<file path="src/css_pkg.sv">
// Constants and types shared by the cell scan sequencer files
package css_pkg;

	// ----------------------------------------------------------------
	// Timing
	// ----------------------------------------------------------------
	localparam int CLK_PERIOD_NS = 10;
	localparam int US_NS         = 1000;
	localparam int US_CYC        = US_NS / CLK_PERIOD_NS;
	localparam int US_PER_MS     = 1000;

	// ----------------------------------------------------------------
	// Geometry
	// ----------------------------------------------------------------
	localparam int N_MOD         = 2;
	localparam int CELLS_PER_MOD = 4;
	localparam int N_CELL        = N_MOD * CELLS_PER_MOD;
	localparam int N_THERM       = 8;
	localparam int CH_W          = 3;
	localparam int RATIO_W       = 10;
	localparam int CNT_W         = 8;
	localparam logic [CH_W-1:0] LAST_CELL = CH_W'(N_CELL - 1);
	localparam logic [CH_W-1:0] LAST_MOD  = CH_W'(N_MOD - 1);

	// ----------------------------------------------------------------
	// Register offsets and fields
	// ----------------------------------------------------------------
	localparam logic [7:0] OFS_CTRL    = 8'h00;
	localparam logic [7:0] OFS_PERIOD  = 8'h04;
	localparam logic [7:0] OFS_SETTLE  = 8'h08;
	localparam logic [7:0] OFS_ACTUAL  = 8'h0C;
	localparam logic [7:0] OFS_OWPER   = 8'h10;
	localparam logic [7:0] OFS_THRESH  = 8'h14;
	localparam logic [7:0] OFS_MAX     = 8'h18;
	localparam logic [7:0] OFS_LOWER   = 8'h1C;
	localparam logic [7:0] OFS_UPPER   = 8'h20;
	localparam logic [7:0] OFS_FAULT   = 8'h24;
	localparam logic [7:0] OFS_STATUS  = 8'h28;
	localparam int CTRL_RUN_BIT        = 0;
	localparam int CTRL_AAF_BIT        = 1;
	localparam int CTRL_OWDIS_BIT      = 2;

	// ----------------------------------------------------------------
	// Reset values
	// ----------------------------------------------------------------
	localparam logic [2:0]  RST_CTRL   = 3'h0;
	localparam logic [31:0] RST_PERIOD = 32'h000003E8;
	localparam logic [31:0] RST_SETTLE = 32'h00000064;
	localparam logic [31:0] RST_OWPER  = 32'hD693A400;
	localparam logic [CNT_W-1:0] RST_THRESH = 8'h03;
	localparam logic [CNT_W-1:0] RST_MAX    = 8'h0A;
	localparam logic [RATIO_W-1:0] RST_LOWER = 10'h320;
	localparam logic [RATIO_W-1:0] RST_UPPER = 10'h3CA;

	// ----------------------------------------------------------------
	// Types
	// ----------------------------------------------------------------
	typedef enum logic [2:0] {
		ST_IDLE   = 3'h0,
		ST_SETTLE = 3'h1,
		ST_CELL   = 3'h2,
		ST_THERM  = 3'h3,
		ST_WAIT   = 3'h4
	} css_state_e;

	typedef enum logic {
		MK_CELL  = 1'b0,
		MK_THERM = 1'b1
	} css_kind_e;

	typedef struct packed {
		css_kind_e       kind;
		logic [CH_W-1:0] ch;
		logic [2:0]      therm;
		logic            ow;
	} css_req_s;

endpackage

</file>
<file path="src/css_ow_chan.sv">
// Per-channel open-wire detection counter and fault flag
`timescale 1ns/100ps
module css_ow_chan (
	input  wire logic                     clk,
	input  wire logic                     rst_n,
	input  wire logic                     clr,
	input  wire logic                     hit,
	input  wire logic                     dis,
	input  wire logic [css_pkg::CNT_W-1:0] thresh,
	input  wire logic [css_pkg::CNT_W-1:0] max,
	output logic                          flag
);
	logic [css_pkg::CNT_W-1:0] cnt_q;

	// Saturates so a long fault cannot wind the count up
	always_ff @(posedge clk or negedge rst_n) begin
		if (!rst_n) begin
			cnt_q <= '0;
		end else if (clr) begin
			cnt_q <= '0;
		end else if (hit && cnt_q < max) begin
			cnt_q <= cnt_q + 8'h01;
		end
	end

	// Count seen during a clear is stale, so it must not hold the flag
	always_ff @(posedge clk or negedge rst_n) begin
		if (!rst_n) begin
			flag <= 1'b0;
		end else if (!dis && !clr && cnt_q >= thresh && thresh != '0) begin
			flag <= 1'b1;
		end else if (clr) begin
			flag <= 1'b0;
		end
	end

	chk_cnt_saturate: assert property (@(posedge clk) disable iff (!rst_n)
		hit && cnt_q >= max && !clr |=> cnt_q == $past(cnt_q))
		else $error("Detection counter passed its maximum");
	chk_flag_thresh: assert property (@(posedge clk) disable iff (!rst_n)
		$rose(flag) |-> $past(cnt_q) >= $past(thresh) && !$past(dis))
		else $error("Fault flag set below threshold or while disabled");
endmodule

</file>
<file path="src/css_seq.sv">
// Cell scan sequencer: scan timing, balancing settle, open-wire diagnostics
//
// Contract
// Every scan reads the voltage of every cell channel, none skipped.
// One thermistor per module per scan, rotating through eight.
// Scan starts are spaced by the programmable scan period.
// Balancing stops before measuring; never both at once.
// Balancing stays off for the programmable settle time before measuring.
// A settle longer than the period stretches the scan.
// The achieved scan period is measured and readable.
// One bit selects the anti-alias filter: 0 wide, 1 narrow.
// Open-wire checks run only outside maintenance inhibit with contactors closed.
// One fault flag per cell channel.
// Diagnostic disable bit suppresses all open-wire reporting; code only blocks new flags, set ones hold until a window clears them.
// Open-wire windows repeat at a programmable interval in microseconds.
// A flag sets once its detection count reaches the threshold; code never sets a flag while the threshold is zero.
// Detection counters saturate at the maximum; software keeps it above threshold.
// An open-wire window lasts as many scans as the maximum count.
// A ratio below the lower bound counts as a detection.
// A ratio above the upper bound counts as a detection.
// Reset clears counters and flags and restarts thermistor rotation.
`timescale 1ns/100ps
module css_seq (
	input  wire logic                           CLOCK,
	input  wire logic                           RST_N,
	input  wire logic [7:0]                     REG_ADDR,
	input  wire logic [31:0]                    REG_WDATA,
	input  wire logic                           REG_WR,
	input  wire logic                           REG_RD,
	output logic [31:0]                         REG_RDATA,
	input  wire logic                           MAINT_INHIBIT,
	input  wire logic                           CONTACTORS_CLOSED,
	output logic                                BAL_ALLOW,
	output logic                                ANTIALIAS_BANDWIDTH_SEL,
	output logic                                MEAS_REQ,
	output css_pkg::css_req_s                   MEAS_CMD,
	input  wire logic                           MEAS_ACK,
	input  wire logic [css_pkg::RATIO_W-1:0]    MEAS_RATIO,
	output logic [css_pkg::N_CELL-1:0]          OW_FAULT
);
	// ----------------------------------------------------------------
	// Declarations
	// ----------------------------------------------------------------
	logic [2:0]                     ctrl_q;
	logic [31:0]                    period_q;
	logic [31:0]                    settle_q;
	logic [31:0]                    owper_q;
	logic [css_pkg::CNT_W-1:0]      thresh_q;
	logic [css_pkg::CNT_W-1:0]      max_q;
	logic [css_pkg::RATIO_W-1:0]    lower_q;
	logic [css_pkg::RATIO_W-1:0]    upper_q;
	logic [31:0]                    actual_q;
	logic [31:0]                    elapsed_q;
	logic [31:0]                    settle_cnt_q;
	logic [31:0]                    ow_us_q;
	logic                           ow_due_q;
	logic [css_pkg::CNT_W-1:0]      ow_left_q;
	logic                           ow_active_q;
	logic                           ow_clr_q;
	logic [2:0]                     therm_q;
	logic [1:0]                     maint_s;
	logic [1:0]                     cont_s;
	logic                           diag_ok_q;
	logic                           us_tick;
	logic                           ms_tick;
	logic                           scan_start;
	logic                           scan_done;
	logic                           owdis;
	css_pkg::css_state_e            state_q;

	assign owdis      = ctrl_q[css_pkg::CTRL_OWDIS_BIT];
	assign scan_start = (state_q == css_pkg::ST_IDLE && ctrl_q[css_pkg::CTRL_RUN_BIT])
		|| (state_q == css_pkg::ST_WAIT && ctrl_q[css_pkg::CTRL_RUN_BIT]
		&& elapsed_q >= period_q);
	assign scan_done  = state_q == css_pkg::ST_THERM && MEAS_ACK
		&& MEAS_CMD.ch == css_pkg::LAST_MOD;
	assign ANTIALIAS_BANDWIDTH_SEL = ctrl_q[css_pkg::CTRL_AAF_BIT];

	function automatic logic ratio_bad(input logic [css_pkg::RATIO_W-1:0] r,
		input logic [css_pkg::RATIO_W-1:0] lo, input logic [css_pkg::RATIO_W-1:0] hi);
		ratio_bad = (r < lo) || (r > hi);
	endfunction

	function automatic logic [css_pkg::CH_W-1:0] ch_idx(input int n);
		ch_idx = n[css_pkg::CH_W-1:0];
	endfunction

	// ----------------------------------------------------------------
	// Time base
	// ----------------------------------------------------------------
	css_tick_div u_tick (
		.clk     (CLOCK),
		.rst_n   (RST_N),
		.us_tick (us_tick),
		.ms_tick (ms_tick)
	);

	// ----------------------------------------------------------------
	// Input synchronisers
	// ----------------------------------------------------------------
	always_ff @(posedge CLOCK or negedge RST_N) begin
		if (!RST_N) begin
			maint_s   <= 2'h3;
			cont_s    <= 2'h0;
			diag_ok_q <= 1'b0;
		end else begin
			maint_s   <= {maint_s[0], MAINT_INHIBIT};
			cont_s    <= {cont_s[0], CONTACTORS_CLOSED};
			diag_ok_q <= !maint_s[1] && cont_s[1];
		end
	end

	// ----------------------------------------------------------------
	// Register writes
	// ----------------------------------------------------------------
	always_ff @(posedge CLOCK or negedge RST_N) begin
		if (!RST_N) begin
			ctrl_q   <= css_pkg::RST_CTRL;
			period_q <= css_pkg::RST_PERIOD;
			settle_q <= css_pkg::RST_SETTLE;
			owper_q  <= css_pkg::RST_OWPER;
			thresh_q <= css_pkg::RST_THRESH;
			max_q    <= css_pkg::RST_MAX;
			lower_q  <= css_pkg::RST_LOWER;
			upper_q  <= css_pkg::RST_UPPER;
		end else if (REG_WR) begin
			case (REG_ADDR)
				css_pkg::OFS_CTRL:   ctrl_q   <= REG_WDATA[2:0];
				css_pkg::OFS_PERIOD: period_q <= REG_WDATA;
				css_pkg::OFS_SETTLE: settle_q <= REG_WDATA;
				css_pkg::OFS_OWPER:  owper_q  <= REG_WDATA;
				css_pkg::OFS_THRESH: thresh_q <= REG_WDATA[css_pkg::CNT_W-1:0];
				css_pkg::OFS_MAX:    max_q    <= REG_WDATA[css_pkg::CNT_W-1:0];
				css_pkg::OFS_LOWER:  lower_q  <= REG_WDATA[css_pkg::RATIO_W-1:0];
				css_pkg::OFS_UPPER:  upper_q  <= REG_WDATA[css_pkg::RATIO_W-1:0];
				default: ;
			endcase
		end
	end

	// ----------------------------------------------------------------
	// Register reads
	// ----------------------------------------------------------------
	always_ff @(posedge CLOCK or negedge RST_N) begin
		if (!RST_N) begin
			REG_RDATA <= 32'h00000000;
		end else if (REG_RD) begin
			case (REG_ADDR)
				css_pkg::OFS_CTRL:   REG_RDATA <= {29'h0, ctrl_q};
				css_pkg::OFS_PERIOD: REG_RDATA <= period_q;
				css_pkg::OFS_SETTLE: REG_RDATA <= settle_q;
				css_pkg::OFS_ACTUAL: REG_RDATA <= actual_q;
				css_pkg::OFS_OWPER:  REG_RDATA <= owper_q;
				css_pkg::OFS_THRESH: REG_RDATA <= {24'h0, thresh_q};
				css_pkg::OFS_MAX:    REG_RDATA <= {24'h0, max_q};
				css_pkg::OFS_LOWER:  REG_RDATA <= {22'h0, lower_q};
				css_pkg::OFS_UPPER:  REG_RDATA <= {22'h0, upper_q};
				css_pkg::OFS_FAULT:  REG_RDATA <= {24'h0, OW_FAULT};
				css_pkg::OFS_STATUS: REG_RDATA <= {8'h0, ow_left_q, 7'h0, diag_ok_q,
					BAL_ALLOW, therm_q, 1'b0, state_q};
				default:             REG_RDATA <= 32'h00000000;
			endcase
		end else begin
			REG_RDATA <= 32'h00000000;
		end
	end

	// ----------------------------------------------------------------
	// Scan period measurement
	// ----------------------------------------------------------------
	always_ff @(posedge CLOCK or negedge RST_N) begin
		if (!RST_N) begin
			elapsed_q <= 32'h00000000;
			actual_q  <= 32'h00000000;
		end else if (scan_start) begin
			elapsed_q <= 32'h00000000;
			if (state_q == css_pkg::ST_WAIT) begin
				actual_q <= elapsed_q;
			end
		end else if (ms_tick) begin
			elapsed_q <= elapsed_q + 32'h00000001;
		end
	end

	// ----------------------------------------------------------------
	// Scan state machine
	// ----------------------------------------------------------------
	always_ff @(posedge CLOCK or negedge RST_N) begin
		if (!RST_N) begin
			state_q      <= css_pkg::ST_IDLE;
			settle_cnt_q <= 32'h00000000;
			MEAS_REQ     <= 1'b0;
			MEAS_CMD     <= '0;
			BAL_ALLOW    <= 1'b1;
		end else begin
			MEAS_REQ <= 1'b0;
			case (state_q)
				css_pkg::ST_IDLE, css_pkg::ST_WAIT: begin
					if (scan_start) begin
						state_q      <= css_pkg::ST_SETTLE;
						settle_cnt_q <= 32'h00000000;
						BAL_ALLOW    <= 1'b0;
					end else if (!ctrl_q[css_pkg::CTRL_RUN_BIT]) begin
						state_q <= css_pkg::ST_IDLE;
					end
				end
				css_pkg::ST_SETTLE: begin
					// Scan waits here even past the period, stretching it
					if (settle_cnt_q >= settle_q) begin
						state_q       <= css_pkg::ST_CELL;
						MEAS_REQ      <= 1'b1;
						MEAS_CMD.kind <= css_pkg::MK_CELL;
						MEAS_CMD.ch   <= '0;
						MEAS_CMD.ow   <= ow_active_q && diag_ok_q;
					end else if (ms_tick) begin
						settle_cnt_q <= settle_cnt_q + 32'h00000001;
					end
				end
				css_pkg::ST_CELL: begin
					if (MEAS_ACK) begin
						MEAS_REQ <= 1'b1;
						if (MEAS_CMD.ch == css_pkg::LAST_CELL) begin
							state_q        <= css_pkg::ST_THERM;
							MEAS_CMD.kind  <= css_pkg::MK_THERM;
							MEAS_CMD.ch    <= '0;
							MEAS_CMD.therm <= therm_q;
							MEAS_CMD.ow    <= 1'b0;
						end else begin
							MEAS_CMD.ch <= MEAS_CMD.ch + 3'h1;
							MEAS_CMD.ow <= MEAS_CMD.ow && diag_ok_q;
						end
					end
				end
				css_pkg::ST_THERM: begin
					if (scan_done) begin
						state_q   <= css_pkg::ST_WAIT;
						BAL_ALLOW <= 1'b1;
					end else if (MEAS_ACK) begin
						MEAS_REQ    <= 1'b1;
						MEAS_CMD.ch <= MEAS_CMD.ch + 3'h1;
					end
				end
				default: begin
					state_q   <= css_pkg::ST_IDLE;
					BAL_ALLOW <= 1'b1;
				end
			endcase
		end
	end

	// ----------------------------------------------------------------
	// Thermistor rotation
	// ----------------------------------------------------------------
	always_ff @(posedge CLOCK or negedge RST_N) begin
		if (!RST_N) begin
			therm_q <= 3'h0;
		end else if (scan_done) begin
			therm_q <= therm_q + 3'h1;
		end
	end

	// ----------------------------------------------------------------
	// Open-wire scheduling
	// ----------------------------------------------------------------
	// Interval timer only runs while diagnostics are permitted
	always_ff @(posedge CLOCK or negedge RST_N) begin
		if (!RST_N) begin
			ow_us_q  <= 32'h00000000;
			ow_due_q <= 1'b0;
		end else begin
			// Clear first so an expiry in the same cycle is kept
			if (ow_clr_q) begin
				ow_due_q <= 1'b0;
			end
			if (us_tick && diag_ok_q) begin
				if (ow_us_q >= owper_q - 32'h00000001) begin
					ow_us_q  <= 32'h00000000;
					ow_due_q <= 1'b1;
				end else begin
					ow_us_q <= ow_us_q + 32'h00000001;
				end
			end
		end
	end

	// Window spans max_q scans so each channel gets max_q samples
	always_ff @(posedge CLOCK or negedge RST_N) begin
		if (!RST_N) begin
			ow_left_q   <= '0;
			ow_active_q <= 1'b0;
			ow_clr_q    <= 1'b0;
		end else begin
			ow_clr_q <= 1'b0;
			if (scan_start) begin
				if (ow_left_q == '0 && ow_due_q && diag_ok_q && max_q != '0) begin
					ow_left_q   <= max_q;
					ow_active_q <= 1'b1;
					ow_clr_q    <= 1'b1;
				end else begin
					ow_active_q <= ow_left_q != '0 && diag_ok_q;
				end
			end else if (scan_done && ow_active_q) begin
				ow_left_q   <= ow_left_q - 8'h01;
				ow_active_q <= 1'b0;
			end
		end
	end

	// ----------------------------------------------------------------
	// Per-channel detection
	// ----------------------------------------------------------------
	for (genvar i = 0; i < css_pkg::N_CELL; i++) begin : g_ch
		logic hit;
		assign hit = MEAS_ACK && MEAS_CMD.ow && MEAS_CMD.kind == css_pkg::MK_CELL
			&& MEAS_CMD.ch == ch_idx(i)
			&& ratio_bad(MEAS_RATIO, lower_q, upper_q);
		css_ow_chan u_ow (
			.clk    (CLOCK),
			.rst_n  (RST_N),
			.clr    (ow_clr_q),
			.hit    (hit),
			.dis    (owdis),
			.thresh (thresh_q),
			.max    (max_q),
			.flag   (OW_FAULT[i])
		);
	end

	// ----------------------------------------------------------------
	// Checks
	// ----------------------------------------------------------------
	chk_bal_meas_excl: assert property (@(posedge CLOCK) disable iff (!RST_N)
		MEAS_REQ |-> !BAL_ALLOW)
		else $error("Measurement requested while balancing allowed");
	chk_settle_time: assert property (@(posedge CLOCK) disable iff (!RST_N)
		state_q == css_pkg::ST_CELL && $past(state_q) == css_pkg::ST_SETTLE
		|-> $past(settle_cnt_q) >= $past(settle_q) && !BAL_ALLOW)
		else $error("Measurement began before settle time");
	chk_all_cells: assert property (@(posedge CLOCK) disable iff (!RST_N)
		state_q == css_pkg::ST_THERM && $past(state_q) == css_pkg::ST_CELL
		|-> $past(MEAS_CMD.ch) == css_pkg::LAST_CELL && $past(MEAS_ACK))
		else $error("Cell phase ended before last channel");
	chk_therm_rotate: assert property (@(posedge CLOCK) disable iff (!RST_N)
		scan_done |=> therm_q == $past(therm_q) + 3'h1)
		else $error("Thermistor rotation did not advance");
	chk_period_wait: assert property (@(posedge CLOCK) disable iff (!RST_N)
		state_q == css_pkg::ST_WAIT ##1 state_q == css_pkg::ST_SETTLE
		|-> $past(elapsed_q) >= $past(period_q))
		else $error("Scan started before period elapsed");
	chk_actual_capture: assert property (@(posedge CLOCK) disable iff (!RST_N)
		scan_start && state_q == css_pkg::ST_WAIT
		|=> actual_q == $past(elapsed_q) && elapsed_q == 32'h00000000)
		else $error("Achieved period not captured");
	chk_filter_sel: assert property (@(posedge CLOCK) disable iff (!RST_N)
		REG_WR && REG_ADDR == css_pkg::OFS_CTRL
		|=> ANTIALIAS_BANDWIDTH_SEL == $past(REG_WDATA[css_pkg::CTRL_AAF_BIT]))
		else $error("Filter select does not follow control write");
	chk_ow_gate: assert property (@(posedge CLOCK) disable iff (!RST_N)
		MEAS_REQ && MEAS_CMD.ow |-> $past(diag_ok_q))
		else $error("Open-wire sample taken while diagnostics barred");
	chk_ow_disable: assert property (@(posedge CLOCK) disable iff (!RST_N)
		owdis && $past(owdis) |-> !$rose(OW_FAULT[0]))
		else $error("Fault flag rose while reporting disabled");
endmodule

</file>
<file path="src/css_tick_div.sv">
// Microsecond and millisecond enable pulses from the system clock
`timescale 1ns/100ps
module css_tick_div (
	input  wire logic clk,
	input  wire logic rst_n,
	output logic      us_tick,
	output logic      ms_tick
);
	logic [7:0] cyc_q;
	logic [9:0] us_q;

	always_ff @(posedge clk or negedge rst_n) begin
		if (!rst_n) begin
			cyc_q   <= 8'h00;
			us_tick <= 1'b0;
		end else if (cyc_q == 8'(css_pkg::US_CYC - 1)) begin
			cyc_q   <= 8'h00;
			us_tick <= 1'b1;
		end else begin
			cyc_q   <= cyc_q + 8'h01;
			us_tick <= 1'b0;
		end
	end

	always_ff @(posedge clk or negedge rst_n) begin
		if (!rst_n) begin
			us_q    <= 10'h000;
			ms_tick <= 1'b0;
		end else begin
			ms_tick <= 1'b0;
			if (us_tick) begin
				if (us_q == 10'(css_pkg::US_PER_MS - 1)) begin
					us_q    <= 10'h000;
					ms_tick <= 1'b1;
				end else begin
					us_q <= us_q + 10'h001;
				end
			end
		end
	end
endmodule
</file>
<file path="config.mk">
export PLATFORM = sky130hd
export DESIGN_NAME = css_seq
export DESIGN_NICKNAME = d
export VERILOG_FILES = /design/src/css_pkg.sv /design/src/css_ow_chan.sv /design/src/css_seq.sv /design/src/css_tick_div.sv
export SDC_FILE = /design/constraint.sdc
export NUM_CORES = 1
export LEC_CHECK = 0
export BUFFER_PORTS_ARGS = -buffer_cell sky130_fd_sc_hd__clkbuf_2
export CAP_MARGIN = 20
export CORE_AREA = 2 2 225 227
export CTS_BUF_LIST = sky130_fd_sc_hd__clkbuf_8 sky130_fd_sc_hd__clkbuf_16
export DETAILED_ROUTE_END_ITERATION = 7
export DIE_AREA = 0 0 227 229
export PLACE_DENSITY = 0.81
export REMOVE_ABC_BUFFERS = 1
export SLEW_MARGIN = 20
export SYNTH_ARGS = -nofsm -noshare
export SYNTH_HDL_FRONTEND = slang
export SYNTH_SLANG_ARGS = --single-unit
</file>
<file path="constraint.sdc">
create_clock -name CLOCK -period 4.1 [get_ports CLOCK]
set_input_delay 0.615 -clock CLOCK [delete_from_list [all_inputs] [get_ports CLOCK]]
set_output_delay 0.615 -clock CLOCK [all_outputs]
set_load 0.005 [all_outputs]
</file>
; ---- Word-level counts from Yosys, hierarchy flattened
; Index checks and enable logic that the tools add are counted.
[classes]
mux = 76
n_lt_le_gt_ge = 21
n_eq_ne = 34
bitwise_logic = 2
n_addsub = 17
n_reduce_logical = 109
[op_table]
columns = cell, n
row1 = 32-bit case mux with 11 select lines, 1
row2 = 32-bit 2-to-1 mux, 7
row3 = 8-bit 2-to-1 mux, 21
row4 = "32-bit by 1-bit adder with 32-bit output, second input constant", 3
row5 = 32-bit greater-or-equal comparator, 3
row6 = "8-bit by 1-bit adder with 8-bit output, second input constant", 9
row7 = 8-bit greater-or-equal comparator, 8
row8 = 8-bit less-than comparator, 8
row9 = 32-bit case mux with 2 select lines, 1
row10 = 1-bit logical AND, 57
row11 = 2-bit nonzero test, 20
row12 = "8-bit by 5-bit equality test with 1-bit output, second input constant", 4
row13 = "32-bit by 1-bit subtractor with 32-bit output, second input constant", 1
row14 = 3-bit 2-to-1 mux, 10
row15 = 1-bit 2-to-1 mux, 28
row16 = "8-bit by 6-bit equality test with 1-bit output, second input constant", 3
row17 = 8-bit nonzero test, 3
row18 = 2-bit AND reduction, 10
row19 = "8-bit by 4-bit equality test with 1-bit output, second input constant", 2
row20 = 8-bit logical NOT, 2
row21 = "2-bit != test, second input constant", 8
row22 = "3-bit equality test, second input constant", 5
row23 = "3-bit by 2-bit equality test with 1-bit output, second input constant", 4
row24 = 3-bit case mux with 4 select lines, 1
row25 = other kinds (25), 40
[totals]
regBits = 419
output_inout_bits = 51

; ---- Logic depth before layout (Yosys ltp)
[depth]
depth_word = 7
depth_mapped = 20

; ---- By module
; From an unflattened synthesis, not the netlist that was laid out.
[hier_totals]
hier_cells = 2541
hier_area_um2 = 25812.3
[modules_own_cells]
columns = mod, seq_area_each_um2, area_per_inst_um2, n_inst, cells_per_inst
row1 = css_seq, 8229.1, 18056.1, 1, 1704
row2 = css_ow_chan, 225.2, 855.8, 8, 94
row3 = css_tick_div, 500.5, 909.6, 1, 85

; ---- Worst setup path before layout
; OpenSTA, ideal clock, no wires.
[synth_timing]
path_kind = register -> register
start = register owper_q[5]
end = register ow_us_q[14]
period_less_slack_ps = 4390
setup_slack_ps = -290
path_stages_with_launch = 20
arrival_ps = 4317
t_required_ps = 4028
path_cell_list = dfrtp_1 or4_4 nor2_4 nand2_4 nor4_4 nand2_2 or4_4 or4_4 nor3_2 xnor2_1 ha_1 a21o_1 a21oi_1 nor2_1 a2111oi_0 o211ai_1 nor2_1 nor2_1 clkbuf_1 nor2_1
[synth_via]
elab_chain_len = 3
[synth_lines]
columns = item, line_no
row1 = "start, declared", css_seq.sv:47  ; logic [31:0] owper_q;
row2 = "start signal, assigned", css_seq.sv:121  ; owper_q <= css_pkg::RST_OWPER;
row3 = 32-bit by 1-bit subtractor with 32-bit output, css_seq.sv:276  ; if (ow_us_q >= owper_q - 32'h00000001) begin
row4 = 32-bit greater-or-equal comparator, css_seq.sv:276
row5 = 32-bit 2-to-1 mux, css_seq.sv:276
row6 = "end signal, assigned", css_seq.sv:280  ; ow_us_q <= ow_us_q + 32'h00000001;
row7 = "end, declared", css_seq.sv:55  ; logic [31:0] ow_us_q;
; Every way passes these cells.
; A chain may end at the register's enable or synchronous reset.

; ---- Worst setup path after layout
[layout_timing]
start = register owper_q[5]
end = register ow_us_q[20]
; The elaborated chain is that of the path after synthesis.

==> results.md <==
* Cell Pwr Density at 376 nW/um^2
* Final min period at 4.50 ns
* Final setup fails at 33
* Worst Path Required at 4.58 ns
* Starting density of the core at 49.6%
* Fmax achieved at 222 MHz
* Area Growth Syn to Fin at 14.2%
* Dominant synthesized flop cell: dfrtp_1
* DP Wirelength at 48,300 um
* Tcrit/Tclk final at 110%
* Final non-filler cell total at 3,266
* ANT nets after route at 0
* PortBufs at 107
* Area leader, netlist: dfrtp_1
* Fin nets at 2,869
* Failing checks: setup timing
* RePlAce Congestion at 0.930
* Die area at 52,000 sq um
* Place WS at -0.482 ns
* Pin count of the biggest net entering global routing at 103
* Global route overflow at 0
* Layout cells sized above 1 at 20.3%
* Clock Skew at 0.0357 ns
* CP Launch Type: flop
* Synthesized instance count at 2,403
* Slowest-stage cell, CP: or4_4
* Syn. warnings at 0
* Number of cell rows at 82
* Crit path max fanout at 5
* Hold Path Class: input pin to async pin
* Number of synthesized flops with an enable pin at 0
* Post-synth top area share at 38.8%
* RSZ-0062 raised after global routing: true
* R2r worst-path depth at 21
* Overall power at 10.6 mW
* Core Area at 49,700 sq um
* Filler cells at 4,109
* Placed Cells at 3,168
* DR pass1 iterations at 8
* Netlist cell types at 69
* WL/cell at 21.2 um
* Clock tree from TritonCTS: built
* Iteration-0 DRC Markers at 1,890
* Final hold slack at 0.0541 ns
* Synthesized area per cell at 10.2 sq um
* Die Wd at 227 um
* Crit path DAT at 4.98 ns
* Final Max Slew Viols at 0
* Critical Path Max Stage Delay at 0.55 ns
* LEAKAGE at 13.1 nW
* Clk buf depth at 3
* Cell Chain, Critical Path: or4_4, nor2_4, nand2_4, nor4_4, nand2_2, or4_4, or4_4, nor3_4, xnor2_1, ha_1, buf_4, buf_4, nand4_1, nor2_2, nand4_1, a31oi_1, nor2_1, buf_4, nor2_4, clkbuf_16, nor2_1
* Total number of vias at 19,978
* DR vias/cell at 6.12
* Clock Root Buffer: clkbuf_16
* IO Count at 108
* Global-route wire length before repair at 110,000 um
* Number of global-route vias before repair at 20,167
* Synth area leaders: dfrtp_1 39%, ha_1 13%, mux2_2 7.8%
* Status: finished with violations
* Inserted Clock Buffers at 47
* # DRC at 0
* Clk sink count at 419
* Crit Path Class: flop to flop
* Hold Fails Final Rpt at 0
* Rel. slew slack at 39.7%
* Crit. End Element: flop
* CP bufs+invs at 4
* Htree depth at 2
* Hold buffers post-CTS at 0
* Max VDD drop at 0.297 mV
* Reg-to-reg critical path startpoint: owper_q[5]
* Part of the Yosys area used for sequential elements at 42.8%
* Yosys reg bits at 419
* Maxcap violations at 0
* Die extent in y at 229 um
* Setup ws final at -0.399 ns
* Cell Area, Synth at 24,600 sq um
* Reg-to-Reg End: ow_us_q[20]
* GR Util All Layers at 26.8%
* Final WL at 69,100 um
* Worst-path clk slew at 0.06 ns
* Initial antenna violation count at 2
* Worst reg-to-reg setup slack at -0.40 ns
* CP delay by family, top: simple AND/OR/NAND/NOR gates
* Clk_lat worst skew at 0.62 ns
* FFs w/ async S/R, synth at 100%
* Slew of the pin with the lowest slew margin at 0.905 ns
[placed cells by master (no fill, tap or decap), types with 48 or more instances in the layout]
cell       Yosys  layout
a21oi_1      127     126
a22oi_1       61      61
buf_4          8      61
clkbuf_16      0      48
clkbuf_2       0     106
dfrtp_1      382     382
ha_1         258     257
inv_1        140     148
mux2_2       171     171
nand2_1      126     125
nand3_1       85      85
nand4_1       53      53
nor2_1       203     177
o21ai_0       90      88
xnor2_1       66      66
xor2_1        82      81
[worst max path at each step]
stage / endpoint / slack [ns] / cells after the start / startpoint
2_1_floorplan: ow_us_q[10] / -0.55 / 17 / owper_q[5]
3_3_place_gp: ow_us_q[5] / -0.38 / 19 / owper_q[5]
3_5_place_dp: ow_us_q[4] / -0.48 / 19 / owper_q[5]
4_1_cts: ow_us_q[3] / -0.26 / 19 / owper_q[5]
5_1_grt: ow_us_q[3] / -0.65 / 19 / owper_q[5]
6_report: ow_us_q[20] / -0.40 / 21 / owper_q[5]
[cells by family after synthesis]
kind of cell,share of synthesized area (%)
AND/OR/NAND/NOR,15.1
AO/OA/AOI/OAI,12.0
flip-flops,42.8
adder cells (fa/ha/maj),13.1
buffers and inverters,3.42
multiplexers,8.39
XOR/XNOR,5.26
[timing repair]
action | 4_1_cts | 5_1_grt
setup endpoints to repair | 33 | 33
cloned | 0 | 2
setup buffers | 5 | 2
resized for setup | 20 | 21
pin swaps | 6 | 10
[flip-flops by register name, summed over array words and instances, names as in the netlist, 3 cells and up]
register and cells:
owper_q 32, ow_left_q 8, elapsed_q 32, state_q 3, g_ch.u_ow.flag 8, max_q 8, thresh_q 8, lower_q 10
REG_RDATA 32, ctrl_q 3, u_tick.us_q 10, settle_q 32, u_tick.cyc_q 8, period_q 32, ow_us_q 32, actual_q 32
therm_q 3, g_ch.u_ow.cnt_q 64, settle_cnt_q 32, upper_q 10, MEAS_CMD 8
[Yosys cell counts, drive strengths merged (21+ instances only)]
cell type	number
nand2b	33
ha	258
nand3	85
xnor2	66
nor2	204
a21oi	127
and3	35
buf	22
nand2	128
a22oi	61
o21ai	95
a211oi	21
nor2b	32
inv	140
clkbuf	53
mux2	171
dfrtp	382
xor2	82
nor3	43
or3	32
a21o	26
dfstp	37
nand4	53
[routing by layer]
metal  wire (um)  vias up  GRT usage [%]
met5          27        -              0
met4        3350        4           12.7
met3        5900      220           5.90
met2       31700      920           41.9
met1       28200     9844           35.4
li1            -     8990              -
[power by group]
part | internal [mW] | total (mW) | switching, mW | leakage (nW)
Sequential | 4.29 | 4.53 | 0.231 | 5.59
Combinational | 0.644 | 1.54 | 0.893 | 6.66
Clock | 2.65 | 4.50 | 1.85 | 0.851
[final cells by class]
class                   instances  area [sq um]  area share (%)
well taps                     672           841            2.99
inverters                     141           529            1.88
clock inverters                29           308            1.09
clock buffers                  59          1340            4.77
repair buffers                177          1160            4.13
diodes                          1          2.50         0.00890
flip-flops and latches        419         10500            37.4
multi-input cells            1768         13400            47.7
[metrics by stage]
| step | TNS, ns | util, % | instance area, sq um |
|---|---|---|---|
| 4_1_cts | -6.97 | 56.4 | 28000 |
| 2_1_floorplan | -23.51 | - | 24300 |
| 3_3_place_gp | -9.83 | 52.9 | 26200 |
| 6_report | -11.73 | 56.6 | 28100 |
| 5_1_grt | -19.39 | 56.6 | 28100 |
| 3_5_place_dp | -11.82 | 52.9 | 26200 |
Power figures use the tool's default switching activity.
